==> src/rtl/fsl_cfg.svh <==
// Timing constants for the fieldbus card status lamp block.
// Assumes a 125 MHz system clock; included by bare name.
`ifndef FSL_CFG_SVH
`define FSL_CFG_SVH

`define FSL_CLK_HZ          125000000
`define FSL_BLINK_PERIOD_MS 1000
`define FSL_BLINK_ON_MS     500
`define FSL_HALF_CYC        ((`FSL_CLK_HZ / 1000) * `FSL_BLINK_ON_MS)
`define FSL_REP_HALF_MS     200
`define FSL_REP_HALF_CYC    ((`FSL_CLK_HZ / 1000) * `FSL_REP_HALF_MS)
`define FSL_SINGLE_ON_MS    200
`define FSL_SINGLE_FRAME_MS 1200
`define FSL_SINGLE_ON_CYC   ((`FSL_CLK_HZ / 1000) * `FSL_SINGLE_ON_MS)
`define FSL_SINGLE_FRM_CYC  ((`FSL_CLK_HZ / 1000) * `FSL_SINGLE_FRAME_MS)

`endif

==> src/rtl/fsl_pkg.sv <==
// Types shared by the status lamp block.
// Assumes nothing beyond a SystemVerilog compiler.
package fsl_pkg;

	typedef enum logic [1:0] {
		FSL_LINK_SETUP = 2'b00,
		FSL_LINK_UP    = 2'b01,
		FSL_LINK_LOST  = 2'b10
	} fsl_link_type;

	typedef enum logic [1:0] {
		FSL_NODE_OPER    = 2'b00,
		FSL_NODE_PREOP   = 2'b01,
		FSL_NODE_STOPPED = 2'b10
	} fsl_node_type;

	// Error conditions reported by the CAN side and the drive.
	typedef struct packed {
		logic bus_off;
		logic drive_fault;
		logic bad_address;
		logic rx_error;
	} fsl_err_type;

	// Shared blink timing strobes and waves.
	typedef struct packed {
		logic slow_wave;
		logic fast_wave;
		logic single_wave;
		logic single_start;
	} fsl_tick_type;

endpackage

==> src/rtl/fsl_blink_gen.sv <==
// Blink timing generator for the status lamps.
// Assumes one free-running system clock and active-low async reset.
`timescale 1ns/100ps
`include "fsl_cfg.svh"

module fsl_blink_gen
	import fsl_pkg::*;
#(
	parameter int unsigned HALF_CYC       = `FSL_HALF_CYC,
	parameter int unsigned REP_HALF_CYC   = `FSL_REP_HALF_CYC,
	parameter int unsigned SINGLE_ON_CYC  = `FSL_SINGLE_ON_CYC,
	parameter int unsigned SINGLE_FRM_CYC = `FSL_SINGLE_FRM_CYC
) (
	// Clock and reset.
	input  wire logic         clk_sys,
	input  wire logic         rst_b,
	// Timing outputs.
	output fsl_tick_type      tick
);

	logic [31:0] slow_cnt_reg;
	logic [31:0] fast_cnt_reg;
	logic [31:0] frm_cnt_reg;
	logic        slow_reg;
	logic        fast_reg;

	// End-of-count test shared by the wrapping up-counters.
	function automatic logic at_end(input logic [31:0] cnt,
		input int unsigned lim);
		return cnt == 32'(lim - 1);
	endfunction

	// Slow 50 percent wave: 0.5 s lit, 0.5 s dark.
	always_ff @(posedge clk_sys or negedge rst_b) begin
		if (!rst_b) begin
			slow_cnt_reg <= 32'h0000_0000;
			slow_reg     <= 1'b1;
		end else if (at_end(slow_cnt_reg, HALF_CYC)) begin
			slow_cnt_reg <= 32'h0000_0000;
			slow_reg     <= ~slow_reg;
		end else begin
			slow_cnt_reg <= slow_cnt_reg + 32'h0000_0001;
		end
	end

	// Fast 50 percent wave for the repeated flash.
	always_ff @(posedge clk_sys or negedge rst_b) begin
		if (!rst_b) begin
			fast_cnt_reg <= 32'h0000_0000;
			fast_reg     <= 1'b1;
		end else if (at_end(fast_cnt_reg, REP_HALF_CYC)) begin
			fast_cnt_reg <= 32'h0000_0000;
			fast_reg     <= ~fast_reg;
		end else begin
			fast_cnt_reg <= fast_cnt_reg + 32'h0000_0001;
		end
	end

	// Single-flash frame: one short lit pulse at the start of each frame.
	always_ff @(posedge clk_sys or negedge rst_b) begin
		if (!rst_b) begin
			frm_cnt_reg <= 32'h0000_0000;
		end else if (at_end(frm_cnt_reg, SINGLE_FRM_CYC)) begin
			frm_cnt_reg <= 32'h0000_0000;
		end else begin
			frm_cnt_reg <= frm_cnt_reg + 32'h0000_0001;
		end
	end

	// Waves and frame start strobe, packed in field order by one driver.
	assign tick = {slow_reg,
		fast_reg,
		frm_cnt_reg < 32'(SINGLE_ON_CYC),
		frm_cnt_reg == 32'h0000_0000};

endmodule // fsl_blink_gen

==> src/rtl/fsl_status_leds.sv <==
// Lamp driver for the CAN fieldbus extension card status lamps.
// Assumes all status inputs are synchronous to clk_sys.
`timescale 1ns/100ps
`include "fsl_cfg.svh"

module fsl_status_leds
	import fsl_pkg::*;
#(
	parameter int unsigned HALF_CYC       = `FSL_HALF_CYC,
	parameter int unsigned REP_HALF_CYC   = `FSL_REP_HALF_CYC,
	parameter int unsigned SINGLE_ON_CYC  = `FSL_SINGLE_ON_CYC,
	parameter int unsigned SINGLE_FRM_CYC = `FSL_SINGLE_FRM_CYC
) (
	// Clock and reset.
	input  wire logic         clk_sys,
	input  wire logic         rst_b,
	// Link monitor and node state.
	input  fsl_link_type      link_state,
	input  fsl_node_type      node_state,
	input  wire logic         card_fault,
	// Error conditions; rx_error is a one-cycle event.
	input  fsl_err_type       err_in,
	// Lamps, high is lit.
	output logic              link_lamp,
	output logic              run_lamp,
	output logic              error_lamp
);

	fsl_tick_type tick;
	logic         rx_pend_reg;
	logic         rx_show_reg;
	logic         rx_show_now;
	logic         link_lamp_next;
	logic         run_lamp_next;
	logic         error_lamp_next;

	fsl_blink_gen #(
		.HALF_CYC       (HALF_CYC),
		.REP_HALF_CYC   (REP_HALF_CYC),
		.SINGLE_ON_CYC  (SINGLE_ON_CYC),
		.SINGLE_FRM_CYC (SINGLE_FRM_CYC)
	) u_blink (
		.clk_sys (clk_sys),
		.rst_b   (rst_b),
		.tick    (tick)
	);

	// Receive error waits for the next frame start and is then shown once;
	// one that lands on a frame start is shown in that frame, not kept.
	always_ff @(posedge clk_sys or negedge rst_b) begin
		if (!rst_b) begin
			rx_pend_reg <= 1'b0;
			rx_show_reg <= 1'b0;
		end else if (tick.single_start) begin
			rx_pend_reg <= 1'b0; // Taken into this frame's flash.
			rx_show_reg <= rx_pend_reg | err_in.rx_error;
		end else begin
			rx_pend_reg <= rx_pend_reg | err_in.rx_error;
		end
	end

	// A frame start takes what is pending at once, so the error flash lines
	// up with the frame counter and is never split over two frames.
	always_comb begin
		if (tick.single_start) begin
			rx_show_now = rx_pend_reg | err_in.rx_error;
		end else begin
			rx_show_now = rx_show_reg;
		end
	end

	// Next lamp values from state and timing.
	always_comb begin
		case (link_state)
			FSL_LINK_SETUP: link_lamp_next = 1'b1;
			FSL_LINK_UP:    link_lamp_next = tick.slow_wave;
			default:        link_lamp_next = 1'b0;
		endcase
		if (card_fault) begin
			run_lamp_next = 1'b0;
		end else begin
			case (node_state)
				FSL_NODE_OPER:    run_lamp_next = 1'b1;
				FSL_NODE_PREOP:   run_lamp_next = tick.fast_wave;
				FSL_NODE_STOPPED: run_lamp_next = tick.single_wave;
				default:          run_lamp_next = 1'b0;
			endcase
		end
		if (err_in.bus_off | err_in.drive_fault) begin
			error_lamp_next = 1'b1;
		end else if (err_in.bad_address) begin
			error_lamp_next = tick.fast_wave;
		end else if (rx_show_now) begin
			error_lamp_next = tick.single_wave;
		end else begin
			error_lamp_next = 1'b0;
		end
	end

	// Lamp outputs are registered.
	always_ff @(posedge clk_sys or negedge rst_b) begin
		if (!rst_b) begin
			link_lamp  <= 1'b0;
			run_lamp   <= 1'b0;
			error_lamp <= 1'b0;
		end else begin
			link_lamp  <= link_lamp_next;
			run_lamp   <= run_lamp_next;
			error_lamp <= error_lamp_next;
		end
	end

	property p_link_setup;
		@(posedge clk_sys) disable iff (!rst_b)
		link_state == FSL_LINK_SETUP |=> link_lamp;
	endproperty
	a_link_setup: assert property (p_link_setup)
		else $error("Link lamp not lit during setup.");

	property p_link_blink;
		@(posedge clk_sys) disable iff (!rst_b)
		(link_state == FSL_LINK_UP) ##1 (link_state == FSL_LINK_UP)
			|-> link_lamp == $past(tick.slow_wave);
	endproperty
	a_link_blink: assert property (p_link_blink)
		else $error("Link lamp does not follow the slow wave.");

	property p_link_lost;
		@(posedge clk_sys) disable iff (!rst_b)
		link_state == FSL_LINK_LOST |=> !link_lamp;
	endproperty
	a_link_lost: assert property (p_link_lost)
		else $error("Link lamp lit after link loss.");

	property p_run_oper;
		@(posedge clk_sys) disable iff (!rst_b)
		(node_state == FSL_NODE_OPER && !card_fault) |=> run_lamp;
	endproperty
	a_run_oper: assert property (p_run_oper)
		else $error("Run lamp dark while operational.");

	property p_run_fault;
		@(posedge clk_sys) disable iff (!rst_b)
		card_fault |=> !run_lamp;
	endproperty
	a_run_fault: assert property (p_run_fault)
		else $error("Run lamp lit during card fault.");

	property p_run_preop;
		@(posedge clk_sys) disable iff (!rst_b)
		(node_state == FSL_NODE_PREOP && !card_fault)
			|=> run_lamp == $past(tick.fast_wave);
	endproperty
	a_run_preop: assert property (p_run_preop)
		else $error("Run lamp does not flash in pre-operational.");

	property p_run_stop;
		@(posedge clk_sys) disable iff (!rst_b)
		(node_state == FSL_NODE_STOPPED && !card_fault)
			|=> run_lamp == $past(tick.single_wave);
	endproperty
	a_run_stop: assert property (p_run_stop)
		else $error("Run lamp does not single flash when stopped.");

	property p_err_steady;
		@(posedge clk_sys) disable iff (!rst_b)
		(err_in.bus_off || err_in.drive_fault) |=> error_lamp;
	endproperty
	a_err_steady: assert property (p_err_steady)
		else $error("Error lamp dark on bus-off or drive fault.");

	property p_err_dark;
		@(posedge clk_sys) disable iff (!rst_b)
		(!err_in.bus_off && !err_in.drive_fault && !err_in.bad_address
			&& !rx_show_now) |=> !error_lamp;
	endproperty
	a_err_dark: assert property (p_err_dark)
		else $error("Error lamp lit with no error.");

	property p_err_addr;
		@(posedge clk_sys) disable iff (!rst_b)
		(err_in.bad_address && !err_in.bus_off && !err_in.drive_fault)
			|=> error_lamp == $past(tick.fast_wave);
	endproperty
	a_err_addr: assert property (p_err_addr)
		else $error("Error lamp does not flash on bad address.");

	property p_err_rx;
		@(posedge clk_sys) disable iff (!rst_b)
		(err_in.rx_error && tick.single_start) |=> rx_show_reg;
	endproperty
	a_err_rx: assert property (p_err_rx)
		else $error("Receive error not scheduled for a single flash.");

	property p_err_single;
		@(posedge clk_sys) disable iff (!rst_b)
		(rx_show_now && !err_in.bus_off && !err_in.drive_fault
			&& !err_in.bad_address)
			|=> error_lamp == $past(tick.single_wave);
	endproperty
	a_err_single: assert property (p_err_single)
		else $error("Error lamp does not give the single flash.");

	property p_link_dark;
		@(posedge clk_sys) disable iff (!rst_b)
		(link_state != FSL_LINK_SETUP && link_state != FSL_LINK_UP)
			|=> !link_lamp;
	endproperty
	a_link_dark: assert property (p_link_dark)
		else $error("Link lamp lit with the link neither set up nor up.");

endmodule // fsl_status_leds

==> config.mk <==
export PLATFORM = sky130hd
export DESIGN_NAME = fsl_status_leds
export DESIGN_NICKNAME = d
export VERILOG_FILES = /design/src/rtl/fsl_pkg.sv /design/src/rtl/fsl_blink_gen.sv /design/src/rtl/fsl_status_leds.sv
export VERILOG_INCLUDE_DIRS = /design/src /design/src/rtl
export SDC_FILE = /design/constraint.sdc
export NUM_CORES = 1
export LEC_CHECK = 0
export BUFFER_PORTS_ARGS = -buffer_cell sky130_fd_sc_hd__buf_2
export CAP_MARGIN = 10
export CORE_MARGIN = 2
export CORE_UTILIZATION = 40
export CTS_BUF_LIST = sky130_fd_sc_hd__clkbuf_2
export DETAILED_ROUTE_END_ITERATION = 16
export MAX_ROUTING_LAYER = met4
export SLEW_MARGIN = 15
export SYNTH_ARGS = -nofsm -noshare
export SYNTH_HDL_FRONTEND = slang
export SYNTH_SLANG_ARGS = --single-unit
==> constraint.sdc <==
create_clock -name clk_sys -period 5.4 [get_ports clk_sys]
set_input_delay 0.81 -clock clk_sys [delete_from_list [all_inputs] [get_ports clk_sys]]
set_output_delay 0.81 -clock clk_sys [all_outputs]
set_load 0.02 [all_outputs]
## Word-level counts from Yosys, hierarchy flattened

Index checks and enable logic that the tools add are counted.
W data, S select, Z words.

- Bits in registers: 103
- Output and inout bits: 3
- Word-level logic and storage cells: 38

- Add/subtract/negate cells: 3
- Magnitude comparators: 1
- Equality and inequality tests: 6
- Multiplexer cells: 11
- Bitwise logic cells: 4
- Reduce and logical (&&, ||, !) cells: 3

Operators with widths:

| kind | count |
|---|---|
| $add A32 B1 Y32 const B | 3 |
| $mux W32 | 3 |
| $eq A32 B25 Y1 const B | 1 |
| $eq A32 B26 Y1 const B | 1 |
| $eq A32 B28 Y1 const B | 1 |
| $logic_not A32 Y1 | 1 |
| $lt A32 B25 Y1 const B | 1 |
| $mux W1 | 6 |
| $eq A2 B1 Y1 const B | 2 |
| $logic_not A2 Y1 | 2 |
| $pmux W1 S3 | 1 |
| $eq A2 B2 Y1 const B | 1 |
| $not A1 Y1 | 2 |
| $or A1 B1 Y1 | 2 |
| $pmux W1 S2 | 1 |

## Depth between registers and ports, before layout

Gate-level depths: netlist of run 1.

- Depth in word-level cells: 5
- Gate-level depth with buffers: 7

## By module

Synthesis of run 1 repeated with hierarchy kept, for this count alone.

- Cells, all modules: 504
- Area, all modules: 5031.1 sq um

Modules (own cells, without submodules):

| module | instances | cells each | area an instance (sq um) | seq. area each (sq um) |
|---|---|---|---|---|
| fsl_blink_gen | 1 | 487 | 4837.1 | 2454.9 |
| fsl_status_leds | 1 | 17 | 193.9 | 125.1 |

## Worst setup path after synthesis of run 1

No wires, ideal clock.

- Kind: flip-flop to flip-flop
- Start point: reg u_blink.frm_cnt_reg[0]
- End point: reg u_blink.frm_cnt_reg[12]
- Library setup time: 121 ps
- Arrival time: 1633 ps
- Data required time: 5279 ps
- Path slack: 3645 ps
- Stages on the path, launching flop included: 8
- Clock period less this slack: 1755 ps
- Cell sequence: dfrtp_1 -> ha_1 -> nand2_1 -> nor2_1 -> nand2_1 -> nor4_2 -> buf_2 -> nor2_1

- Word-level cells in the longest chain between the ends: 2
- Elaborated cells between the ends (all ways): 3
- Those cells by class: 1 x add/sub; 1 x eq/ne; 1 x mux

RTL lines:

| item | RTL line | RTL |
|---|---|---|
| from (decl) | fsl_blink_gen.sv:23 | `logic [31:0] frm_cnt_reg;` |
| from (signal assigned) | fsl_blink_gen.sv:66 | `frm_cnt_reg <= frm_cnt_reg + 32'h0000_0001;` |
| $add A32 B1 Y32 / $eq A32 B28 Y1 (equally long branches) | fsl_blink_gen.sv:66, fsl_blink_gen.sv:30 |  |
| $mux W32 * | fsl_blink_gen.sv:63 | `end else if (at_end(frm_cnt_reg, SINGLE_FRM_CYC)) begin` |

Every way passes the cells marked *; elsewhere a longest branch is shown, timed or not.
A chain may end at the register's enable or synchronous reset.

## Final worst setup path of run 1

- Start point: reg u_blink.frm_cnt_reg[0]
- End point: reg u_blink.frm_cnt_reg[5]

Same word-level chain as after synthesis.

==> results of run 1 <==
worst register-to-register path: cells and delay by family, from the launching register on:
kind,cells,cell delay (ps)
flops,1,460
fa+ha+maj,1,220
buf+inv,1,290
simple gates,5,1160
where the power goes:
part           switching, mW  total [mW]  internal (mW)
Combinational         0.0183      0.0232        0.00494
Sequential          0.000293       0.776          0.775
Clock                  0.274       0.343         0.0685
Total                  0.293        1.14          0.849
kinds of logic after synthesis:
kind of cell | Yosys count
and+or+nand+nor | 244
DFF | 103
xor gates and xnor gates | 90
buffers and inverters | 16
AOI/OAI and AO/OA | 10
adders and majority gates | 4
muxes | 1
through the flow:
step / hold slack [ps] / setup slack, ps / total power [mW] / cells
4_1_cts: 208 / 3170 / 1.16 / 637
2_1_floorplan: 443 / 3650 / 0.791 / 468
3_5_place_dp: 459 / 3190 / 0.813 / 621
5_1_grt: 225 / 2960 / 1.20 / 638
3_3_place_gp: 457 / 3250 / 0.812 / 621
6_report: 224 / 3190 / 1.14 / 638
metal layers:
| layer | wire length (um) | GRT usage |
|---|---|---|
| met1 | 4230 | 0.202 |
| met2 | 4190 | 0.246 |
| met3 | 186 | 0.0221 |
| met4 | 187 | 0.0675 |
| met5 | 0 | - |
cell type report:
class	count	area [sq um]	share of cell area
Timing Repair Buffer	15	82.6	0.0157
Sequential cell	103	2580	0.492
Inverter	7	26.3	0.00501
Tap cell	147	184	0.0351
Antenna cell	1	2.50	0.000477
Clock inverter	7	56.3	0.0107
Multi-Input combinational cell	349	2270	0.432
Clock buffer	9	45.0	0.00859
worst paths after layout:
kind,cells past startpoint,endpoint,from
min in group clk_sys,2,link_lamp$_DFF_PN0_,link_state[1]
max in group asynchronous,2,u_blink.fast_reg$_DFFE_PN1N_,rst_b
setup reg to reg,7,u_blink.frm_cnt_reg[5]$_DFF_PN0_,u_blink.frm_cnt_reg[0]$_DFF_PN0_
hold / removal,1,u_blink.fast_cnt_reg[7]$_DFF_PN0_,rst_b
setup / recovery,7,u_blink.frm_cnt_reg[5]$_DFF_PN0_,u_blink.frm_cnt_reg[0]$_DFF_PN0_
hold reg to reg,1,u_blink.frm_cnt_reg[31]$_DFF_PN0_,u_blink.frm_cnt_reg[31]$_DFF_PN0_
layout by cell type (no fill, tap or decap), types with 2 or more instances in the layout:
cell type	instances
ha_1	4
clkbuf_2	9
nand4b_1	2
nand4_1	25
or3_1	2
and4_1	10
nand3_1	41
inv_1	7
nor3_1	10
nor3_2	4
dfrtp_1	101
buf_4	3
buf_2	12
or2_2	2
nor2b_1	5
nor2_1	64
xor2_1	49
a21oi_1	3
nand2_1	36
xnor2_1	41
inv_6	2
clkinv_4	2
and2_1	2
dfstp_2	2
nor4_1	10
nor4b_1	2
and3_1	20
clkinv_2	2
nor4_4	2
==> summary.md, run 1 <==
| Metric | Value |
|---|---|
| Half-perimeter wire length of the detailed placement result | `6120 um` |
| PD cells | `218 nW/um^2` |
| Hold violation count in the final report | `0` |
| Cell area after layout | `5250 sq um` |
| Finish-stage setup viols | `0` |
| Resized Gates After CTS | `0` |
| Total routed wirelength | `8800 um` |
| Residual antenna-violating net count after detailed routing | `0` |
| Filler instances | `1187` |
| Max-Slew Margin vs Limit | `0.306` |
| Max-slew violation total from the final report | `0` |
| 1st-pass router iterations | `4` |
| Post-CTS setup repair buffer count | `0` |
| Unique cell type count in the Yosys netlist | `40` |
| Flip-flop cell with the highest count after synthesis | `dfrtp_1` |
| Largest area contributor in the netlist | `dfrtp_1` |
| Critical path buffer and inverter count | `1` |
| Combined global-route utilization of all metal layers | `0.156` |
| Core footprint | `approximately 12000 sq um` |
| Final sum of negative setup slack | `0 ps` |
| Delay of the slowest critical-path stage | `650 ps` |
| Type of element launching the critical path | `flop` |
| Maximum clock skew at final layout | `40.4 ps` |
| Worst-path fanout max | `9` |
| Max Cap Violations | `0` |
| Critical path cell sequence | `ha_1 > nand2_1 > nor2_1 > nand2_1 > nor4_2 > buf_4 > nor2_1` |
| Synthesized area | `4910 sq um` |
| Final Util | `0.437` |
| Main combinational cell family by area after synthesis | `simple AND/OR/NAND/NOR gates` |
| CTS root buf | `clkbuf_2` |
| Post-DP Area | `5140 sq um` |
| Synth Instances | `468` |
| Top cells by area in the synthesized netlist | `dfrtp_1 51%, xor2_1 8.7%, xnor2_1 7.3%, nor2_1 4.9%, nand3_1 4.2%` |
| Final Critical Period | `2210 ps` |
| Warnings, synthesis | `0` |
| Fraction of registers with async set/reset | `1.00` |
| Top Ports | `14` |
| Via count of the first global-routing pass | `3360` |
| Mean instance size in the synthesized netlist | `10.5 sq um` |
| Number of port buffers | `13` |
| Number of vias in the routed layout | `3361` |
| Area share of the largest cell type after synthesis | `0.515` |
| Cell Rows | `40` |
| Source-to-sink clock delay at the later pin of the worst-skew pair | `620 ps` |
| Clock buffer count from CTS | `9` |
| Final Cycle Share | `0.409` |
| Most common cell in the netlist | `dfrtp_1` |
| Post-Syn Nets | `between 400 and 500` |
| Wire length of the first global-routing pass | `15900 um` |
| Adder and majority cell fraction of the synthesized area | `0.0102` |
| CTS max path bufs | `2` |
| Critical path type | `reg -> reg` |
| Register-to-Register Setup Slack | `3190 ps` |
| Number of DRC violations after detailed-routing iteration 0 | `143` |
| Mux contribution to synthesized area | `0.00204` |
| Post-detailed-route via-to-cell ratio | `5.27` |
| Fmax | `around 0.45 GHz` |
| Post-synthesis compound-gate area fraction | `0.0153` |
| Clock tree from TritonCTS | `done` |
| EDFF count, synth | `0` |
| Least-Margin Pin Slew | `1040 ps` |
| H-tree lvl count | `3` |
| Cell types with the highest counts after synthesis | `101 x dfrtp_1, 64 x nor2_1, 49 x xor2_1` |
| Xor and xnor fraction of the mapped netlist area | `0.160` |
| Chip width | `about 110 um` |
| Floorplan die area | `13200 sq um` |
| Starting utilization of the core area | `0.409` |
| Largest net degree at the start of global routing | `63` |
| Kind of end point of the critical path | `flop` |
| CP Data Arrival Time | `roughly 2700 ps` |
| Run status | `finished, final reports clean` |
| Routed wire per std cell | `13.8 um` |
| Nets@finish | `500` |
| Cell leakage power | `2.43 nW` |
| Global placer's final weighted congestion | `0.821` |
| Kind of cell adding the most delay to the critical path | `simple AND/OR/NAND/NOR gates` |
| Area delta synth->final | `6.78%` |
| Crit path required time | `5920 ps` |
| Worst hold path class | `in -> async` |
| Critical Path Slowest Stage Cell | `nor4_2` |
| Peak supply drop | `about 0.15 mV` |
| Basic-gate share of the synthesized area counting and, or, nand and nor cells | `0.274` |
| RSZ-0062 raised after global routing | `false` |
| Post-route DRC violation count | `0` |
| #FFs+latches synth | `between 100 and 150` |
| Sequential area share after synthesis | `0.525` |
| Number of clock sinks | `103` |
| Quantity of hold-fixing buffers added after cts | `0` |
| Gr ovfl total | `0` |
| Clock-pin slew reported for the worst setup and hold paths after clock tree synthesis | `300 ps` |
| Ratio of cells with drive above 1 in the final layout | `0.0959` |
| Die boundary height | `115 um` |
| Antenna violations before repair | `1` |
(Power assumes the default switching activity.)
==> run 2: changes to the inputs <==
ABC_AREA = 1   (was unset)
clock period = 1.8 ns   (was 5.4 ns; I/O delays follow)
==> run 2 against run 1 <==
Net effect:
- cell area up 30%
- clock skew fell by 14 ps
- sequential power rose to 3.0 times the previous value
==> summary.md, run 2 <==
| Metric | Value |
|---|---|
| Min setup slack post-route | `around 110 ps` |
| Number of DRC violations after detailed-routing iteration 0 | `447` |
| Chip width | `128 um` |
| Most common cell in the netlist | `nand2_1` |
| Clock-pin slew reported for the worst setup and hold paths after clock tree synthesis | `~270 ps` |
| Post-DP Area | `6560 sq um` |
| Area share of the largest cell type after synthesis | `0.414` |
| Run status | `finished, final reports clean` |
| Floorplan die area | `between 15000 and 20000 sq um` |
| Type of element launching the critical path | `flop` |
| Power share of the sequential group | `0.657` |
| Clock tree from TritonCTS | `done` |
| Critical path cell sequence | `ha_1 > nand3_2 > nor2_4 > nand2_2 > nor2_4 > nand2_1 > o21ai_0 > nor2_1` |
| Basic-gate share of the synthesized area counting and, or, nand and nor cells | `0.369` |
| Top cells by area in the synthesized netlist | `dfrtp_1 41%, nand2_1 12%, nor2_1 11%, inv_1 8.3%, xor2_1 6.9%` |
| Synth Instances | `845` |
| Number of clock sinks | `103` |
| DR WL met3 | `between 500 and 600 um` |
| Kind of end point of the critical path | `flop` |
| Half-perimeter wire length of the detailed placement result | `about 11000 um` |
| Fraction of registers with async set/reset | `1.00` |
| 1st-pass router iterations | `5` |
| Least-Margin Pin Slew | `494 ps` |
| Largest area contributor in the netlist | `dfrtp_1` |
| Register-to-Register Setup Slack | `110 ps` |
| Wire length of the first global-routing pass | `24200 um` |
| Peak supply drop | `0.258 mV` |
| Mux contribution to synthesized area | `0` |
| Met2 Wirelength | `roughly 6500 um` |
| Crit Reg-Reg Startpoint | `u_blink.fast_cnt_reg[0]$_DFF_PN0_` |
| Starting utilization of the core area | `0.406` |
| CP Data Arrival Time | `approximately 2200 ps` |
| #FFs+latches synth | `103` |
| Clock buffer count from CTS | `9` |
| Fmax | `around 0.6 GHz` |
| H-tree lvl count | `3` |
| Adder and majority cell fraction of the synthesized area | `0.00820` |
| Maximum clock skew at final layout | `26.2 ps` |
| Nets@finish | `911` |
| Most frequent cells in the layout | `190 x nand2_1, 175 x nor2_1, 135 x inv_1` |
| Routed metal-1 wire length | `~7400 um` |
| Finish-stage setup viols | `0` |
| Hold slack | `87.1 ps` |
| Ratio of cells with drive above 1 in the final layout | `0.0966` |
| Post-route DRC violation count | `0` |
| Total area of multi-input combinational cells | `2990 sq um` |
| Part of the total power dissipated in combinational logic | `0.029` |
| Area delta synth->final | `11.9%` |
| Warnings, synthesis | `0` |
| Synthesized area | `6100 sq um` |
| Cell area after layout | `6830 sq um` |
| Routed wire per std cell | `13.4 um` |
| Number of port buffers | `13` |
| Critical Path Slowest Stage Cell | `dfrtp_1` |
| Commonest non-fill, non-tap cell in the layout | `nand2_1` |
| Capture point of the worst reg-to-reg path | `u_blink.fast_cnt_reg[16]$_DFF_PN0_` |
| FF+latch area | `2580 sq um` |
| Hold violation count in the final report | `0` |
| Total routed wirelength | `14600 um` |
| Combined global-route utilization of all metal layers | `0.194` |
| Post-Place Setup Slack | `0.235 ps` |
| Xor and xnor fraction of the mapped netlist area | `0.0890` |
| Number of vias in the routed layout | `5232` |
| Final Critical Period | `1690 ps` |
| Core footprint | `15000 sq um` |
| Die boundary height | `128 um` |
| Max Cap Violations | `0` |
| Max-Slew Margin vs Limit | `0.668` |
| Total chip power | `3.54 mW` |
| Highest layer used for signal routing | `met4` |
| Top Ports | `14` |
| Global placer's final weighted congestion | `0.936` |
| Residual antenna-violating net count after detailed routing | `0` |
| PD cells | `519 nW/um^2` |
| Worst hold path class | `in -> async` |
| Antenna violations before repair | `1` |
| Sequential area share after synthesis | `0.423` |
| Mean instance size in the synthesized netlist | `a little over 7 sq um` |
| Gr ovfl total | `0` |
| Post-Syn Nets | `860` |
| Via count of the first global-routing pass | `4914` |
| Final Cycle Share | `0.942` |
| Delay of the slowest critical-path stage | `about 450 ps` |
| RSZ-0062 raised after global routing | `true` |
| Worst-path fanout max | `8` |
| Max-slew violation total from the final report | `0` |
| Crit path required time | `2340 ps` |
| Critical path type | `reg -> reg` |
| CTS root buf | `clkbuf_2` |
| Portion of total power attributed to the clock network | `0.314` |
| R2r worst-path depth | `8` |
| Filler instances | `1557` |
| EDFF count, synth | `0` |
| CTS max path bufs | `2` |
| Flip-flop cell with the highest count after synthesis | `dfrtp_1` |
| Cell leakage power | `3.26 nW` |
| Net load switching power | `0.847 mW` |
| Cell types with the highest counts after synthesis | `191 x nand2_1, 177 x nor2_1, 135 x inv_1` |
| Post-detailed-route via-to-cell ratio | `4.80` |
| Cell Rows | `45` |
| Int Power | `2.70 mW` |
| Main combinational cell family by area after synthesis | `simple AND/OR/NAND/NOR gates` |
| Largest net degree at the start of global routing | `38` |
| Source-to-sink clock delay at the later pin of the worst-skew pair | `approximately 600 ps` |
| Dominant cell type by count on the critical path | `nor2_4` |
| Unique cell type count in the Yosys netlist | `34` |
| Switching part of the total | `0.239` |
| Post-synthesis compound-gate area fraction | `0.0185` |
## run 2: area by class of cell
class | count | share of cell area
antenna | 1 | 0.000366
clock buffer | 11 | 0.00806
clock inverter | 5 | 0.00879
inverter | 138 | 0.0766
multi-input combinational | 597 | 0.437
sequential | 103 | 0.378
tap | 188 | 0.0344
timing repair buffer | 47 | 0.0564
## run 2: per-layer routing
metal,GRT usage,vias up
li1,-,2716
met1,0.272,2404
met2,0.289,103
met3,0.0423,9
met4,0.0459,0
met5,-,-
## run 2: worst max-delay path: cells and delay by family, from the launching register on
kind,cells,cell delay [ps]
and+or+nand+nor,6,800
DFF,1,450
adders and majority gates,1,230
AOI/OAI and AO/OA,1,160
## run 2: timing repair
action / 4_1_cts / 5_1_grt
setup buffers: 0 / 3
endpoints found under the setup margin: 16 / 31
endpoints found under the hold margin: 106 / 0
pin swaps: 0 / 2
gates cloned: 0 / 0
hold buffers: 10 / 0
gates resized for setup: 1 / 10
## run 2: kinds of logic after synthesis
logic type | after synthesis
and+or+nand+nor | 511
buffers and inverters | 145
xor gates and xnor gates | 62
DFF | 103
AOI/OAI and AO/OA | 20
adders and majority gates | 4
## run 2: worst max-delay path by stage
stage / start / endpoint / slack, ps / cells past startpoint
after floorplan: u_blink.fast_cnt_reg[0]$_DFF_PN0_ / u_blink.fast_cnt_reg[16]$_DFF_PN0_ / 310 / 8
after global placement: u_blink.slow_cnt_reg[0]$_DFF_PN0_ / u_blink.slow_cnt_reg[23]$_DFF_PN0_ / 140 / 8
after CTS: u_blink.slow_cnt_reg[0]$_DFF_PN0_ / u_blink.slow_cnt_reg[10]$_DFF_PN0_ / 40 / 8
after global routing: u_blink.slow_cnt_reg[0]$_DFF_PN0_ / u_blink.slow_cnt_reg[30]$_DFF_PN0_ / -50 / 10
final: u_blink.fast_cnt_reg[0]$_DFF_PN0_ / u_blink.fast_cnt_reg[16]$_DFF_PN0_ / 110 / 8
after detailed placement: u_blink.slow_cnt_reg[0]$_DFF_PN0_ / u_blink.slow_cnt_reg[10]$_DFF_PN0_ / 0.2 / 8
## run 2: through the flow
step | setup TNS [ps] | util | cells
4_1_cts | 0 | 0.451 | 1086
3_3_place_gp | 0 | 0.436 | 1060
5_1_grt | -181 | 0.454 | 1090
6_report | 0 | 0.454 | 1090
2_1_floorplan | 0 | - | 845
3_5_place_dp | 0 | 0.436 | 1060
## run 2: power by group through the flow
stage          Sequential, mW  Clock [mW]  Combinational [mW]
6_report                 2.33        1.11               0.103
5_1_grt                  2.33        1.24               0.120
4_1_cts                  2.33        1.17               0.109
3_5_place_dp             2.36           0              0.0920
3_3_place_gp             2.36           0              0.0912
2_1_floorplan            2.37           0             0.00661
